[config.mk]
export PLATFORM = sky130hd
export DESIGN_NAME = pmbus_fault_status_summary
export DESIGN_NICKNAME = d
export VERILOG_FILES = /design/src/design/fault_summary_pkg.sv /design/src/design/pmbus_fault_status_summary.sv
export VERILOG_INCLUDE_DIRS = /design/src /design/src/design
export SDC_FILE = /design/constraint.sdc
export NUM_CORES = 1
export LEC_CHECK = 0
export BUFFER_PORTS_ARGS = -buffer_cell sky130_fd_sc_hd__buf_2
export CORE_AREA = 8 8 149 151
export DETAILED_ROUTE_END_ITERATION = 7
export DIE_AREA = 0 0 157 159
export PLACE_DENSITY = 0.8
export SLEW_MARGIN = 20
export SYNTH_ARGS = -nofsm -noshare
export SYNTH_HDL_FRONTEND = slang
export SYNTH_SLANG_ARGS = --single-unit
export TNS_END_PERCENT = 5
[constraint.sdc]
create_clock -name clock -period 24.5 [get_ports clock]
set_input_delay 4.9 -clock clock [delete_from_list [all_inputs] [get_ports clock]]
set_output_delay 4.9 -clock clock [all_outputs]
set_load 0.01 [all_outputs]
[src/design/fault_summary_regs.svh]
`ifndef FAULT_SUMMARY_REGS_SVH
`define FAULT_SUMMARY_REGS_SVH

// command codes
`define CMD_SUMMARY_BYTE   8'h78
`define CMD_SUMMARY_WORD   8'h79
`define CMD_AVG_TRIGGER    8'h6B
`define CMD_CLEAR_FAULTS   8'h03

// byte summary bit positions
`define BIT_OFF            6
`define BIT_OUT_OV         5
`define BIT_OUT_OC         4
`define BIT_IN_UV          3
`define BIT_TEMP           2
`define BIT_COMM_FAULT     1
`define BYTE_MSB           7
`define BYTE_LSB           0

// word high byte bit positions
`define BIT_OUT_VOLT_SUM   15
`define BIT_OUT_CURR_SUM   14
`define BIT_INPUT_SUM      13
`define BIT_DATA_RDY       12
`define BIT_PGOOD          11
`define BIT_WDOG           8

// reset and timing values
`define LATCH_RESET        16'h0000
`define READ_ZERO          16'h0000
`define RESULT_RESET       16'h0000
`define ACC_RESET          32'h0000_0000
`define UPPER_ZERO         8'h00
`define AVG_WINDOW_NS      10000
`define CLK_PERIOD_NS      10
`define AVG_WINDOW_CYC     ((`AVG_WINDOW_NS) / (`CLK_PERIOD_NS))
`define WDOG_LIMIT_NS      20000
`define WDOG_LIMIT_CYC     ((`WDOG_LIMIT_NS) / (`CLK_PERIOD_NS))
`define CNT_ZERO           16'h0000
`define CNT_ONE            16'h0001

`endif

[src/design/fault_summary_pkg.sv]
package fault_summary_pkg;

  // averaging window sequencer
  typedef enum logic [1:0]
  {
    avg_idle    = 2'b00,
    avg_collect = 2'b01,
    avg_done    = 2'b10
  } avg_state_t;

  typedef logic [15:0] status_word_t;

endpackage : fault_summary_pkg

[src/design/pmbus_fault_status_summary.sv]
`timescale 1ns/10ps
`include "fault_summary_regs.svh"

module pmbus_fault_status_summary
  import fault_summary_pkg::*;
(
  input  wire logic         clock,
  input  wire logic         rst,
  input  wire logic         cmd_valid,
  input  wire logic [7:0]   cmd_code,
  input  wire logic         cmd_is_read,
  input  wire logic         output_unpowered,
  input  wire logic         power_good_live,
  input  wire logic         output_overvoltage_flag,
  input  wire logic         output_undervoltage_event,
  input  wire logic         output_voltage_warning,
  input  wire logic         output_overcurrent_flag,
  input  wire logic         output_overpower_event,
  input  wire logic         output_current_warning,
  input  wire logic         input_undervoltage_flag,
  input  wire logic         input_other_event,
  input  wire logic         temperature_event,
  input  wire logic         comm_memory_logic_flag,
  input  wire logic         average_mode,
  input  wire logic [15:0]  sample_value,
  input  wire logic         monitor_step,
  output logic              rsp_valid,
  output logic [15:0]       rsp_data,
  output logic [15:0]       averaged_result,
  output logic              monitor_restart
);

  logic         clear_cmd;
  logic         trig_cmd;
  logic         read_byte;
  logic         read_word;
  logic [15:0]  latch_q;
  logic         off_q;
  logic         pgood_q;
  logic         ready_q;
  logic [15:0]  win_cnt_q;
  logic [31:0]  acc_q;
  logic [15:0]  wdog_cnt_q;
  logic         wdog_expire;
  avg_state_t   avg_state_q;
  status_word_t status_now;
  logic         volt_event;
  logic         curr_event;
  logic         input_event;
  logic         win_collect;
  logic         win_last;
  logic [31:0]  acc_next;

  // merge a set and a clear, set winning
  function automatic logic sticky(input logic cur, input logic set_ev, input logic clr);
    sticky = set_ev | (cur & ~clr);
  endfunction : sticky

  // command match: valid, direction and code together
  function automatic logic cmd_hit(input logic       valid,
                                   input logic       is_read,
                                   input logic [7:0] code,
                                   input logic       want_read,
                                   input logic [7:0] want);
    cmd_hit = valid & (is_read == want_read) & (code == want);
  endfunction : cmd_hit

  // command decode; trigger is a bare command code with no data
  assign clear_cmd = cmd_hit(cmd_valid, cmd_is_read, cmd_code, 1'b0, `CMD_CLEAR_FAULTS);
  assign trig_cmd  = cmd_hit(cmd_valid, cmd_is_read, cmd_code, 1'b0, `CMD_AVG_TRIGGER);
  assign read_byte = cmd_hit(cmd_valid, cmd_is_read, cmd_code, 1'b1, `CMD_SUMMARY_BYTE);
  assign read_word = cmd_hit(cmd_valid, cmd_is_read, cmd_code, 1'b1, `CMD_SUMMARY_WORD);
  assign wdog_expire = (wdog_cnt_q == 16'(`WDOG_LIMIT_CYC));

  // summary event merges; each group of detailed sources sets one high-byte bit
  assign volt_event  = output_overvoltage_flag | output_undervoltage_event
                       | output_voltage_warning;
  assign curr_event  = output_overcurrent_flag | output_overpower_event
                       | output_current_warning;
  assign input_event = input_undervoltage_flag | input_other_event;

  // latched fault bits; the only host write that reaches this store is the clear command
  always_ff @(posedge clock or posedge rst)
  begin
    if (rst)
    begin
      latch_q <= `LATCH_RESET;
    end
    else
    begin
      latch_q[`BIT_OUT_OV] <= sticky(latch_q[`BIT_OUT_OV], output_overvoltage_flag,
                                     clear_cmd);
      latch_q[`BIT_OUT_OC] <= sticky(latch_q[`BIT_OUT_OC], output_overcurrent_flag,
                                     clear_cmd);
      latch_q[`BIT_IN_UV]  <= sticky(latch_q[`BIT_IN_UV], input_undervoltage_flag,
                                     clear_cmd);
      latch_q[`BIT_TEMP]   <= sticky(latch_q[`BIT_TEMP], temperature_event,
                                     clear_cmd);
      latch_q[`BIT_COMM_FAULT] <= sticky(latch_q[`BIT_COMM_FAULT], comm_memory_logic_flag,
                                         clear_cmd);
      latch_q[`BIT_OUT_VOLT_SUM] <= sticky(latch_q[`BIT_OUT_VOLT_SUM], volt_event,
                                           clear_cmd);
      latch_q[`BIT_OUT_CURR_SUM] <= sticky(latch_q[`BIT_OUT_CURR_SUM], curr_event,
                                           clear_cmd);
      latch_q[`BIT_INPUT_SUM] <= sticky(latch_q[`BIT_INPUT_SUM], input_event,
                                        clear_cmd);
      latch_q[`BIT_WDOG]   <= sticky(latch_q[`BIT_WDOG], wdog_expire, clear_cmd);
    end
  end

  // live bits follow their inputs, one register stage
  always_ff @(posedge clock or posedge rst)
  begin
    if (rst)
    begin
      off_q   <= 1'b1;
      pgood_q <= 1'b0;
    end
    else
    begin
      off_q   <= output_unpowered;
      pgood_q <= power_good_live;
    end
  end

  // window helpers; the next sum feeds both the accumulator and the divide
  assign win_collect = (avg_state_q == avg_collect);
  assign win_last    = win_collect & (win_cnt_q == (16'(`AVG_WINDOW_CYC) - `CNT_ONE));
  assign acc_next    = acc_q + 32'(sample_value);

  // window sequencer: trigger restarts, counter ends the window
  always_ff @(posedge clock or posedge rst)
  begin
    if (rst)
    begin
      avg_state_q <= avg_idle;
      win_cnt_q   <= `CNT_ZERO;
    end
    else if (trig_cmd)
    begin
      avg_state_q <= avg_collect;
      win_cnt_q   <= `CNT_ZERO;
    end
    else
    begin
      case (avg_state_q)
        avg_idle:
        begin
          avg_state_q <= avg_idle;
        end
        avg_collect:
        begin
          win_cnt_q <= win_cnt_q + `CNT_ONE;
          if (win_last)
          begin
            avg_state_q <= avg_done;
          end
        end
        avg_done:
        begin
          avg_state_q <= avg_done;  // done state held until next trigger; averaged_result held until next window end
        end
        default:
        begin
          avg_state_q <= avg_idle;
        end
      endcase
    end
  end

  // accumulator; cleared by the trigger so a stale sum never leaks into a new window
  always_ff @(posedge clock or posedge rst)
  begin
    if (rst)
    begin
      acc_q <= `ACC_RESET;
    end
    else if (trig_cmd)
    begin
      acc_q <= `ACC_RESET;
    end
    else if (win_collect)
    begin
      acc_q <= acc_next;
    end
  end

  // averaged result moves only at window end, so reads stay stable across a retrigger
  always_ff @(posedge clock or posedge rst)
  begin
    if (rst)
    begin
      averaged_result <= `RESULT_RESET;
    end
    else if (win_last && !trig_cmd)
    begin
      averaged_result <= 16'(acc_next / 32'(`AVG_WINDOW_CYC));
    end
  end

  // data-ready flag; a trigger beats a window end in the same cycle
  always_ff @(posedge clock or posedge rst)
  begin
    if (rst)
    begin
      ready_q <= 1'b0;
    end
    else if (trig_cmd)
    begin
      ready_q <= 1'b0;
    end
    else if (win_last)
    begin
      ready_q <= average_mode;
    end
  end

  // monitor watchdog; a step from the monitor machine feeds it, expiry restarts it
  always_ff @(posedge clock or posedge rst)
  begin
    if (rst)
    begin
      wdog_cnt_q <= `CNT_ZERO;
    end
    else if (monitor_step || wdog_expire)
    begin
      wdog_cnt_q <= `CNT_ZERO;
    end
    else
    begin
      wdog_cnt_q <= wdog_cnt_q + `CNT_ONE;
    end
  end

  // restart pulse to the monitor machine, one cycle per expiry
  always_ff @(posedge clock or posedge rst)
  begin
    if (rst)
    begin
      monitor_restart <= 1'b0;
    end
    else
    begin
      monitor_restart <= wdog_expire;
    end
  end

  // assemble the word; reserved positions stay zero
  always_comb
  begin
    status_now                 = `READ_ZERO;
    status_now[`BIT_OFF]       = off_q;
    status_now[`BIT_OUT_OV]    = latch_q[`BIT_OUT_OV];
    status_now[`BIT_OUT_OC]    = latch_q[`BIT_OUT_OC];
    status_now[`BIT_IN_UV]     = latch_q[`BIT_IN_UV];
    status_now[`BIT_TEMP]      = latch_q[`BIT_TEMP];
    status_now[`BIT_COMM_FAULT]   = latch_q[`BIT_COMM_FAULT];
    status_now[`BIT_OUT_VOLT_SUM] = latch_q[`BIT_OUT_VOLT_SUM];
    status_now[`BIT_OUT_CURR_SUM] = latch_q[`BIT_OUT_CURR_SUM];
    status_now[`BIT_INPUT_SUM] = latch_q[`BIT_INPUT_SUM];
    status_now[`BIT_DATA_RDY]  = ready_q;
    status_now[`BIT_PGOOD]     = pgood_q;
    status_now[`BIT_WDOG]      = latch_q[`BIT_WDOG];
  end

  // read strobe; a one-cycle pulse one cycle after the request
  always_ff @(posedge clock or posedge rst)
  begin
    if (rst)
    begin
      rsp_valid <= 1'b0;
    end
    else
    begin
      rsp_valid <= read_byte | read_word;
    end
  end

  // read data holds until the next read; byte uses the same low byte
  always_ff @(posedge clock or posedge rst)
  begin
    if (rst)
    begin
      rsp_data <= `READ_ZERO;
    end
    else if (read_word)
    begin
      rsp_data <= status_now;
    end
    else if (read_byte)
    begin
      rsp_data <= {`UPPER_ZERO, status_now[`BYTE_MSB:`BYTE_LSB]};
    end
  end

endmodule : pmbus_fault_status_summary

==> results of run 1 <==
timing repair:
item                                    in CTS  in global routing
endpoints found under the setup margin       0                  3
buffers inserted                             0                  8
resized for setup                            0                 54
cell usage in the layout, fill, tap and decap left out, types with 33 or more instances in the layout:
| cell type | count |
|---|---|
| a211oi_1 | 34 |
| inv_1 | 33 |
| nand3_1 | 68 |
| dfrtp_1 | 107 |
| nand2_1 | 170 |
| buf_2 | 71 |
| nor2_1 | 171 |
| xor2_1 | 40 |
| o21ai_0 | 97 |
| xnor2_1 | 66 |
| a21oi_1 | 62 |
per-layer routing:
layer,track usage,wire (um)
met5,0,0
met4,0.09790,998
met3,0.03990,2406
met2,0.4154,15760
met1,0.3497,15390
power by group:
group | switching [mW] | internal (mW) | total [mW]
logic | 1.08 | 0.690 | 1.76
clock network | 0.0807 | 0.0749 | 0.156
registers | 0.00817 | 0.188 | 0.197
total | 1.16 | 0.953 | 2.12
final timing paths:
check                                startpoint                              to
max                             sample_value[0]  averaged_result[0]$_DFFE_PP0P_
min                        latch_q[2]$_DFF_PP0_         rsp_data[2]$_DFFE_PP0P_
max reg2reg                acc_q[0]$_DFFE_PP0P_  averaged_result[0]$_DFFE_PP0P_
min reg2reg                latch_q[2]$_DFF_PP0_         rsp_data[2]$_DFFE_PP0P_
max in group asynchronous                   rst           acc_q[14]$_DFFE_PP0P_
min in group asynchronous                   rst  averaged_result[1]$_DFFE_PP0P_
worst min-delay path, delay by kind of cell (launching register included):
kind / cells / cell delay, ns
flops: 1 / 0.35
simple gates: 2 / 0.10
cells by family after synthesis:
| family | share of synthesized area |
|---|---|
| muxes | 0.04566 |
| AOI/OAI and AO/OA | 0.3202 |
| xor gates and xnor gates | 0.08131 |
| other | 0.0003061 |
| DFF | 0.2207 |
| and+or+nand+nor | 0.2710 |
| buffers and inverters | 0.03544 |
| adders and majority gates | 0.02533 |
flip-flops by register name, summed over array words and instances, names as in the netlist:
register	flops
monitor_restart	1
ready_q	1
off_q	1
averaged_result	16
acc_q	32
rsp_valid	1
latch_q	9
rsp_data	12
wdog_cnt_q	16
win_cnt_q	16
pgood_q	1
avg_state_q	2
layout make-up:
| type | count | area [um^2] | share of cell area |
|---|---|---|---|
| repair buffers | 91 | 505.5 | 0.03766 |
| clock inverters | 6 | 62.56 | 0.004661 |
| inverters | 34 | 130.1 | 0.009694 |
| multi-input cells | 1377 | 9444 | 0.7036 |
| clock buffers | 10 | 239.0 | 0.01780 |
| flip-flops and latches | 108 | 2704 | 0.2014 |
| well taps | 270 | 337.8 | 0.02517 |
==> flow_metrics.tcl, run 1 <==
set metrics [dict create \
    track_usage 0.2609 \
    cts_tree "yes" \
    rrSetupSlack_ns 5.24 \
    maxCapViolCount 0 \
    hp-class "register to register" \
    nNetsFinal 1684 \
    grt_max_degree 59 \
    synth_edf_count 0 \
    htree_levels 3 \
    dr.pass1.iters 7 \
    ir_worst_vdd_v 0.0002190 \
    antenna_found_initial 0 \
    min_path_cells 2 \
    ys_warn_count 0 \
    place_inst 1872 \
    crit_type "input pin to register" \
    die_h_um 159 \
    synth_top_cells_by_area "dfrtp_1 22%, nor2_1 5.3%, nand2_1 5.2%, xnor2_1 4.9%, o21ai_0 4.1%" \
    routed_wl_mm 34.56 \
    nFillCells 1633 \
    crit_path_max_fanout 12 \
    insertedDiodeCount 0 \
    grt_pass1_wl_mm 55.55 \
    utilization 0.6764 \
    worst_setup_hold_path_clk_slew_ns 0.09 \
    routabilityCongestion 0.9453 \
    drv_slew 0 \
    clock-root-buffer "clkbuf_16" \
    crit_top_cell "o21a_1" \
    via_count 12721 \
    power_mw 2.117 \
    crit_slowest_cell "a2111o_1" \
    post-synth-top-count-cell "nor2_1" \
    setup_viol 0 \
    setup_tns_ns 0 \
    cp-start-kind "input pin" \
    clock_sinks 108 \
    setup_ws_ns 0.9843 \
    synth_top_area_share 0.2186 \
    fmax_mhz 42.52 \
    syn_area_per_cell_um2 7.733 \
    final-instance-count-excl-fill 1896 \
    core_region_area_mm2 0.01984 \
    cp.required_ns 24.80 \
    syn_inst 1584 \
    finalHoldViolCount 0 \
    pin_count 76 \
    arrival_ns 23.82 \
    cts_hold_buf 0 \
    end_kind "register" \
    placed_cell_area_mm2 0.01275 \
    area_growth_pct 9.581 \
    timing.final.crit_period_ns 23.52 \
    fin_area_mm2 0.01342 \
    portBuffers 71 \
    cp_num_buf_inv 4 \
    ys.flop_type "dfrtp_1" \
    drc 0 \
    critical_path.top_delay_family "compound AO/OA/AOI/OAI gates" \
    clkLatencyLatePin_ns 0.37 \
    skew_ns 0.01400 \
    ant_nets 0 \
    grt_overflow 0 \
    grt_pass1_vias 11697 \
    r2r_cells 64 \
    period_share 0.9598 \
    rows 52 \
    cts_buffers 9 \
    clk_path_buf_depth 2 \
    tightestPinTransition_ns 0.8768 \
    dp_hpwl_mm 25.13 \
    synthTopCellsByCount "172 x nor2_1, 170 x nand2_1, 107 x dfrtp_1, 100 x o21ai_0" \
    slowest_delay_ns 0.55 \
    synth_area_mm2 0.01225 \
    dp_slack_ns 0.1084 \
    crit_cells 65 \
    synth-seq-area-share 0.2207 \
    p_leak_nw 5.336 \
    ys_seq_elements 108 \
    drtIter0Drc 1070 \
    start_util 0.6173 \
    synth_cell_types 129 \
    slew_headroom 0.4113 \
    drive_above_1_share 0.1464 \
    synthArstFlopShare 1.000 \
    status "finished clean" \
    die_w_um 157 \
    drt-vias-per-instance 6.709 \
    routedWlPerCell_um 18.23 \
    yosysTopAreaCell "dfrtp_1" \
    die_area_mm2 0.02496 \
    p_per_area_mw_per_mm2 157.7 \
    fin_hold_ws_ns 0.4646 \
]
Note: power is estimated with default switching activity, not from simulation.
==> run 2: changes to the inputs <==
clock period = 22.6 ns   (was 24.5 ns; I/O delays follow)
==> run 2 against run 1 <==
Net effect: sequential power is 8% higher; highest routed layer unchanged; clock power is 14% higher; global-route usage is 0.41 points higher; largest power group unchanged; hold slack better by 0.0054 ns.
==> flow_metrics.tcl, run 2 (synthesis gave the netlist of run 1 again) <==
set metrics [dict create \
    largest_reg_flops 32 \
    setup_viol 0 \
    area_growth_pct 15.38 \
    drc 0 \
    cts_hold_buf 0 \
    via_count 12987 \
    core_region_area_mm2 0.01984 \
    drt-vias-per-instance 6.646 \
    clkLatencyLatePin_ns 0.37 \
    period_share 0.9733 \
    drive_above_1_share 0.2001 \
    grt_pass1_wl_mm 56.66 \
    ir_worst_vdd_v 0.0002790 \
    hp-class "register to register" \
    p_leak_nw 5.684 \
    drv_slew 0 \
    p_sw_frac 0.5303 \
    ant_nets 0 \
    die_h_um 159 \
    clock_sinks 108 \
    worst_setup_hold_path_clk_slew_ns 0.09 \
    p_switching_mw 1.319 \
    timing.final.crit_period_ns 22.00 \
    seq_power_share 0.086 \
    skew_ns 0.009287 \
    r2r-end "averaged_result[0]$_DFFE_PP0P_" \
    slowest_delay_ns 0.53 \
    finalHoldViolCount 0 \
    final_cell_mix "170 x nand2_1, 167 x nor2_1, 107 x dfrtp_1" \
    clkPwrFrac 0.071 \
    maxCapViolCount 0 \
    cp-startpoint "sample_value[0]" \
    rrSetupSlack_ns 4.49 \
    grt_pass1_vias 11870 \
    end_kind "register" \
    power_frac_comb 0.843 \
    cts_buffers 9 \
    clk_path_buf_depth 2 \
    routabilityCongestion 0.9351 \
    pin_count 76 \
    cp-start-kind "input pin" \
    worst_setup_path_endpoint "averaged_result[0]$_DFFE_PP0P_" \
    status "finished clean" \
    crit_type "input pin to register" \
    utilization 0.7122 \
    largest_register "acc_q" \
    grt_max_degree 75 \
    layout_commonest_cell "nand2_1" \
    r2r_start "acc_q[0]$_DFFE_PP0P_" \
    crit_slowest_cell "or4_4" \
    htree_levels 3 \
    routed_wl_mm 35.22 \
    cp.required_ns 22.90 \
    cts_tree "yes" \
    p_per_area_mw_per_mm2 176.0 \
    start_util 0.6173 \
    nNetsFinal 1742 \
    tightestPinTransition_ns 1.044 \
    dp_hpwl_mm 25.35 \
    die_w_um 157 \
    crit_top_cell "buf_4" \
    arrival_ns 22.30 \
    antenna_found_initial 0 \
    die_area_mm2 0.02496 \
    fin_hold_ws_ns 0.4701 \
    track_usage 0.2651 \
    internal-power_mw 1.168 \
    fmax_mhz 45.46 \
    crit_path_max_fanout 10 \
    routedWlPerCell_um 18.03 \
    r2r_cells 66 \
    grt_overflow 0 \
    slew_headroom 0.3040 \
    rows 52 \
    portBuffers 71 \
    insertedDiodeCount 0 \
    final-instance-count-excl-fill 1954 \
    clock-root-buffer "clkbuf_16" \
    drtIter0Drc 1088 \
    dr.pass1.iters 6 \
    place_inst 1916 \
]
run 2: changes by cell type in the layout (fill, tap and decap cells not counted), sizes merged:
| cell | delta |
|---|---|
| inv | +2 |
| buf | +58 |
| clkinv | -2 |
| bufinv | +1 |
| clkbuf | -1 |
run 2: metal layers:
| metal | share of wire | GRT usage | wire length (um) |
|---|---|---|---|
| met5 | 0 | 0 | 0 |
| met4 | 0.031 | 0.09222 | 1103 |
| met3 | 0.067 | 0.03827 | 2368 |
| met2 | 0.47 | 0.4221 | 16450 |
| met1 | 0.43 | 0.3593 | 15300 |
run 2: how the worst min path moves through the flow:
stage / endpoint / start / cells after the start / slack [ns]
2_1_floorplan: rsp_data[1]$_DFFE_PP0P_ / latch_q[1]$_DFF_PP0_ / 2 / 0.44
3_3_place_gp: rsp_data[8]$_DFFE_PP0P_ / rsp_data[8]$_DFFE_PP0P_ / 2 / 0.44
3_5_place_dp: rsp_data[2]$_DFFE_PP0P_ / latch_q[2]$_DFF_PP0_ / 2 / 0.46
4_1_cts: rsp_data[13]$_DFFE_PP0P_ / rsp_data[13]$_DFFE_PP0P_ / 2 / 0.48
5_1_grt: latch_q[2]$_DFF_PP0_ / latch_q[2]$_DFF_PP0_ / 1 / 0.50
6_report: rsp_data[13]$_DFFE_PP0P_ / rsp_data[13]$_DFFE_PP0P_ / 2 / 0.47
run 2: cell type report:
cell class / count / area, um^2
inverter: 34 / 130.1
clock inverter: 7 / 97.59
timing repair buffer: 149 / 940.9
multi-input combinational: 1377 / 9698
tap: 270 / 337.8
sequential: 108 / 2704
fill: 1570 / 5710
clock buffer: 9 / 225.2
run 2: stage by stage:
stage | setup TNS (ns) | total power, mW | cell area [um^2] | worst slack [ns]
floorplan | 0 | 1.671 | 12260 | 1.296
global placement | 0 | 2.024 | 13080 | 0.2013
detailed placement | -0.1715 | 2.054 | 13080 | -0.1715
CTS | 0 | 2.245 | 13400 | 0.1411
global route | -0.2166 | 2.658 | 14130 | -0.2166
finish | 0 | 2.488 | 14130 | 0.6042
run 2: timing repair:
action	in CTS	in global routing
endpoints found under the hold margin	0	0
setup buffers	0	22
endpoints found under the setup margin	0	3
gates resized for setup	0	111
run 2: critical path: cells and delay by family:
family | cells | cell delay, ns
adder cells (fa/ha/maj) | 2 | 0.55
buffers and inverters | 9 | 1.50
multiplexers | 3 | 0.85
XOR/XNOR | 2 | 0.39
AND/OR/NAND/NOR | 14 | 3.82
AO/OA/AOI/OAI | 37 | 10.63
run 2: power groups by stage:
| stage | Clock, mW | Sequential, mW | Combinational (mW) |
|---|---|---|---|
| final | 0.178 | 0.213 | 2.10 |
| after global routing | 0.187 | 0.215 | 2.26 |
| after CTS | 0.181 | 0.213 | 1.85 |
| after detailed placement | 0 | 0.216 | 1.84 |
| after global placement | 0 | 0.216 | 1.81 |
| after floorplan | 0 | 0.218 | 1.45 |
==> run 3: changes to the inputs <==
CORE_AREA = 8 8 212 214   (was 8 8 149 151)
DIE_AREA = 0 0 220 222   (was 0 0 157 159)
PLACE_DENSITY = 0.44   (was 0.8)
==> run 3 against run 2 <==
Net effect: worst setup slack improved by 0.15 ns; first-iteration DRC count down 4.9%; sequential share of layout area fell by 0.86 points; critical path type unchanged; critical endpoint unchanged.
==> flow_metrics.tcl, run 3 (synthesis gave the netlist of run 1 again) <==
set metrics [dict create \
    status "finished clean" \
    core_region_area_mm2 0.04148 \
    routabilityCongestion 0.8903 \
    period_share 0.9665 \
    ir_worst_vdd_v 0.0002206 \
    clk_path_buf_depth 2 \
    drt-vias-per-instance 5.623 \
    p_leak_nw 5.880 \
    arrival_ns 22.16 \
    cp.required_ns 22.92 \
    largest_reg_flops 32 \
    drc 0 \
    via_count 12753 \
    cts_tree "yes" \
    portBuffers 71 \
    die_w_um 220 \
    dp_hpwl_mm 29.48 \
    grt_overflow 0 \
    crit_top_cell "buf_4" \
    routedWlPerCell_um 17.29 \
    nNetsFinal 1786 \
    place_inst 2231 \
    crit_slowest_cell "or4b_1" \
    dr.pass1.iters 5 \
    timing.final.crit_period_ns 21.84 \
    track_usage 0.1530 \
    largest_register "acc_q" \
    rows 75 \
    maxCapViolCount 0 \
    skew_ns 0.02326 \
    drtIter0Drc 1035 \
    utilization 0.3567 \
    crit_path_max_fanout 14 \
    start_util 0.2953 \
    slowest_delay_ns 0.59 \
    finalHoldViolCount 0 \
    die_h_um 222 \
    clock-root-buffer "clkbuf_16" \
    area_growth_pct 20.80 \
    cp-start-kind "input pin" \
    worst_setup_hold_path_clk_slew_ns 0.09 \
    antenna_found_initial 5 \
    grt_pass1_vias 12198 \
    dp_slack_ns -0.1164 \
    drv_slew 0 \
    p_per_area_mw_per_mm2 178.3 \
    cts_buffers 9 \
    layout_commonest_cell "nand2_1" \
    setup_viol 0 \
    clkLatencyLatePin_ns 0.39 \
    routed_wl_mm 39.22 \
    final_cell_mix "170 x nand2_1, 168 x nor2_1, 120 x buf_4" \
    htree_levels 3 \
    setup_ws_ns 0.7575 \
    slew_headroom 0.2073 \
    power_mw 2.639 \
    hp-class "register to register" \
    grt_max_degree 60 \
    cts_hold_buf 0 \
    drive_above_1_share 0.2112 \
    fmax_mhz 45.78 \
    ant_nets 0 \
    die_area_mm2 0.04884 \
    final-instance-count-excl-fill 2268 \
    end_kind "register" \
    pin_count 76 \
    clock_sinks 108 \
    crit_type "input pin to register" \
    grt_pass1_wl_mm 63.09 \
    tightestPinTransition_ns 1.181 \
]
-- run 3: worst paths after layout --
kind                       depth (start not counted)                  from  slack (ns)                              to
max                                               71       sample_value[0]        0.76  averaged_result[0]$_DFFE_PP0P_
min                                                2  latch_q[4]$_DFF_PP0_        0.47         rsp_data[4]$_DFFE_PP0P_
max reg2reg                                       70  acc_q[0]$_DFFE_PP0P_        4.63  averaged_result[0]$_DFFE_PP0P_
min reg2reg                                        2  latch_q[4]$_DFF_PP0_        0.47         rsp_data[4]$_DFFE_PP0P_
max in group asynchronous                          3                   rst       17.09        win_cnt_q[9]$_DFFE_PP0P_
min in group asynchronous                          2                   rst        4.24             rsp_valid$_DFF_PP0_
-- run 3: area by class of cell --
| cell class | count | area [um^2] |
|---|---|---|
| sequential | 108 | 2704 |
| timing repair buffer | 193 | 1296 |
| inverter | 34 | 130.1 |
| tap | 539 | 674.4 |
| multi-input combinational | 1377 | 9649 |
| clock inverter | 7 | 115.1 |
| fill | 4365 | 26680 |
| antenna | 1 | 2.502 |
| clock buffer | 9 | 225.2 |
-- run 3: where the power goes --
group | switching, mW | internal [mW] | leakage [nW]
registers | 0.00847 | 0.204 | 1.31
logic | 1.25 | 0.984 | 4.41
clock network | 0.0928 | 0.101 | 0.163
-- run 3: layer usage --
metal,vias up,routed length [um],track usage
met1,6102,18690,0.2091
li1,6294,-,-
met4,8,389,0.02759
met3,34,1908,0.02974
met5,-,54,0
met2,315,18180,0.2481
-- run 3: timing repair --
action | in CTS | in global routing
resized for setup | 0 | 96
endpoints found under the setup margin | 0 | 3
setup buffers | 0 | 20
-- run 3: metrics by stage --
| stage | cell area, um^2 | setup TNS, ns | hold slack, ns |
|---|---|---|---|
| final | 14800 | 0 | 0.4717 |
| after global routing | 14790 | -0.1433 | 0.5001 |
| after CTS | 14110 | 0 | 0.4760 |
| after detailed placement | 13770 | -0.1164 | 0.4540 |
| after global placement | 13770 | -0.1136 | 0.4497 |
| after floorplan | 12260 | 0 | 0.4395 |
-- run 3: critical path, delay by kind of cell --
kind            cells  cell delay (ns)
buf+inv            12             1.88
xor+xnor            3             0.55
compound gates     36             9.95
simple gates       14             3.52
mux                 4             1.17
fa+ha+maj           2             0.56
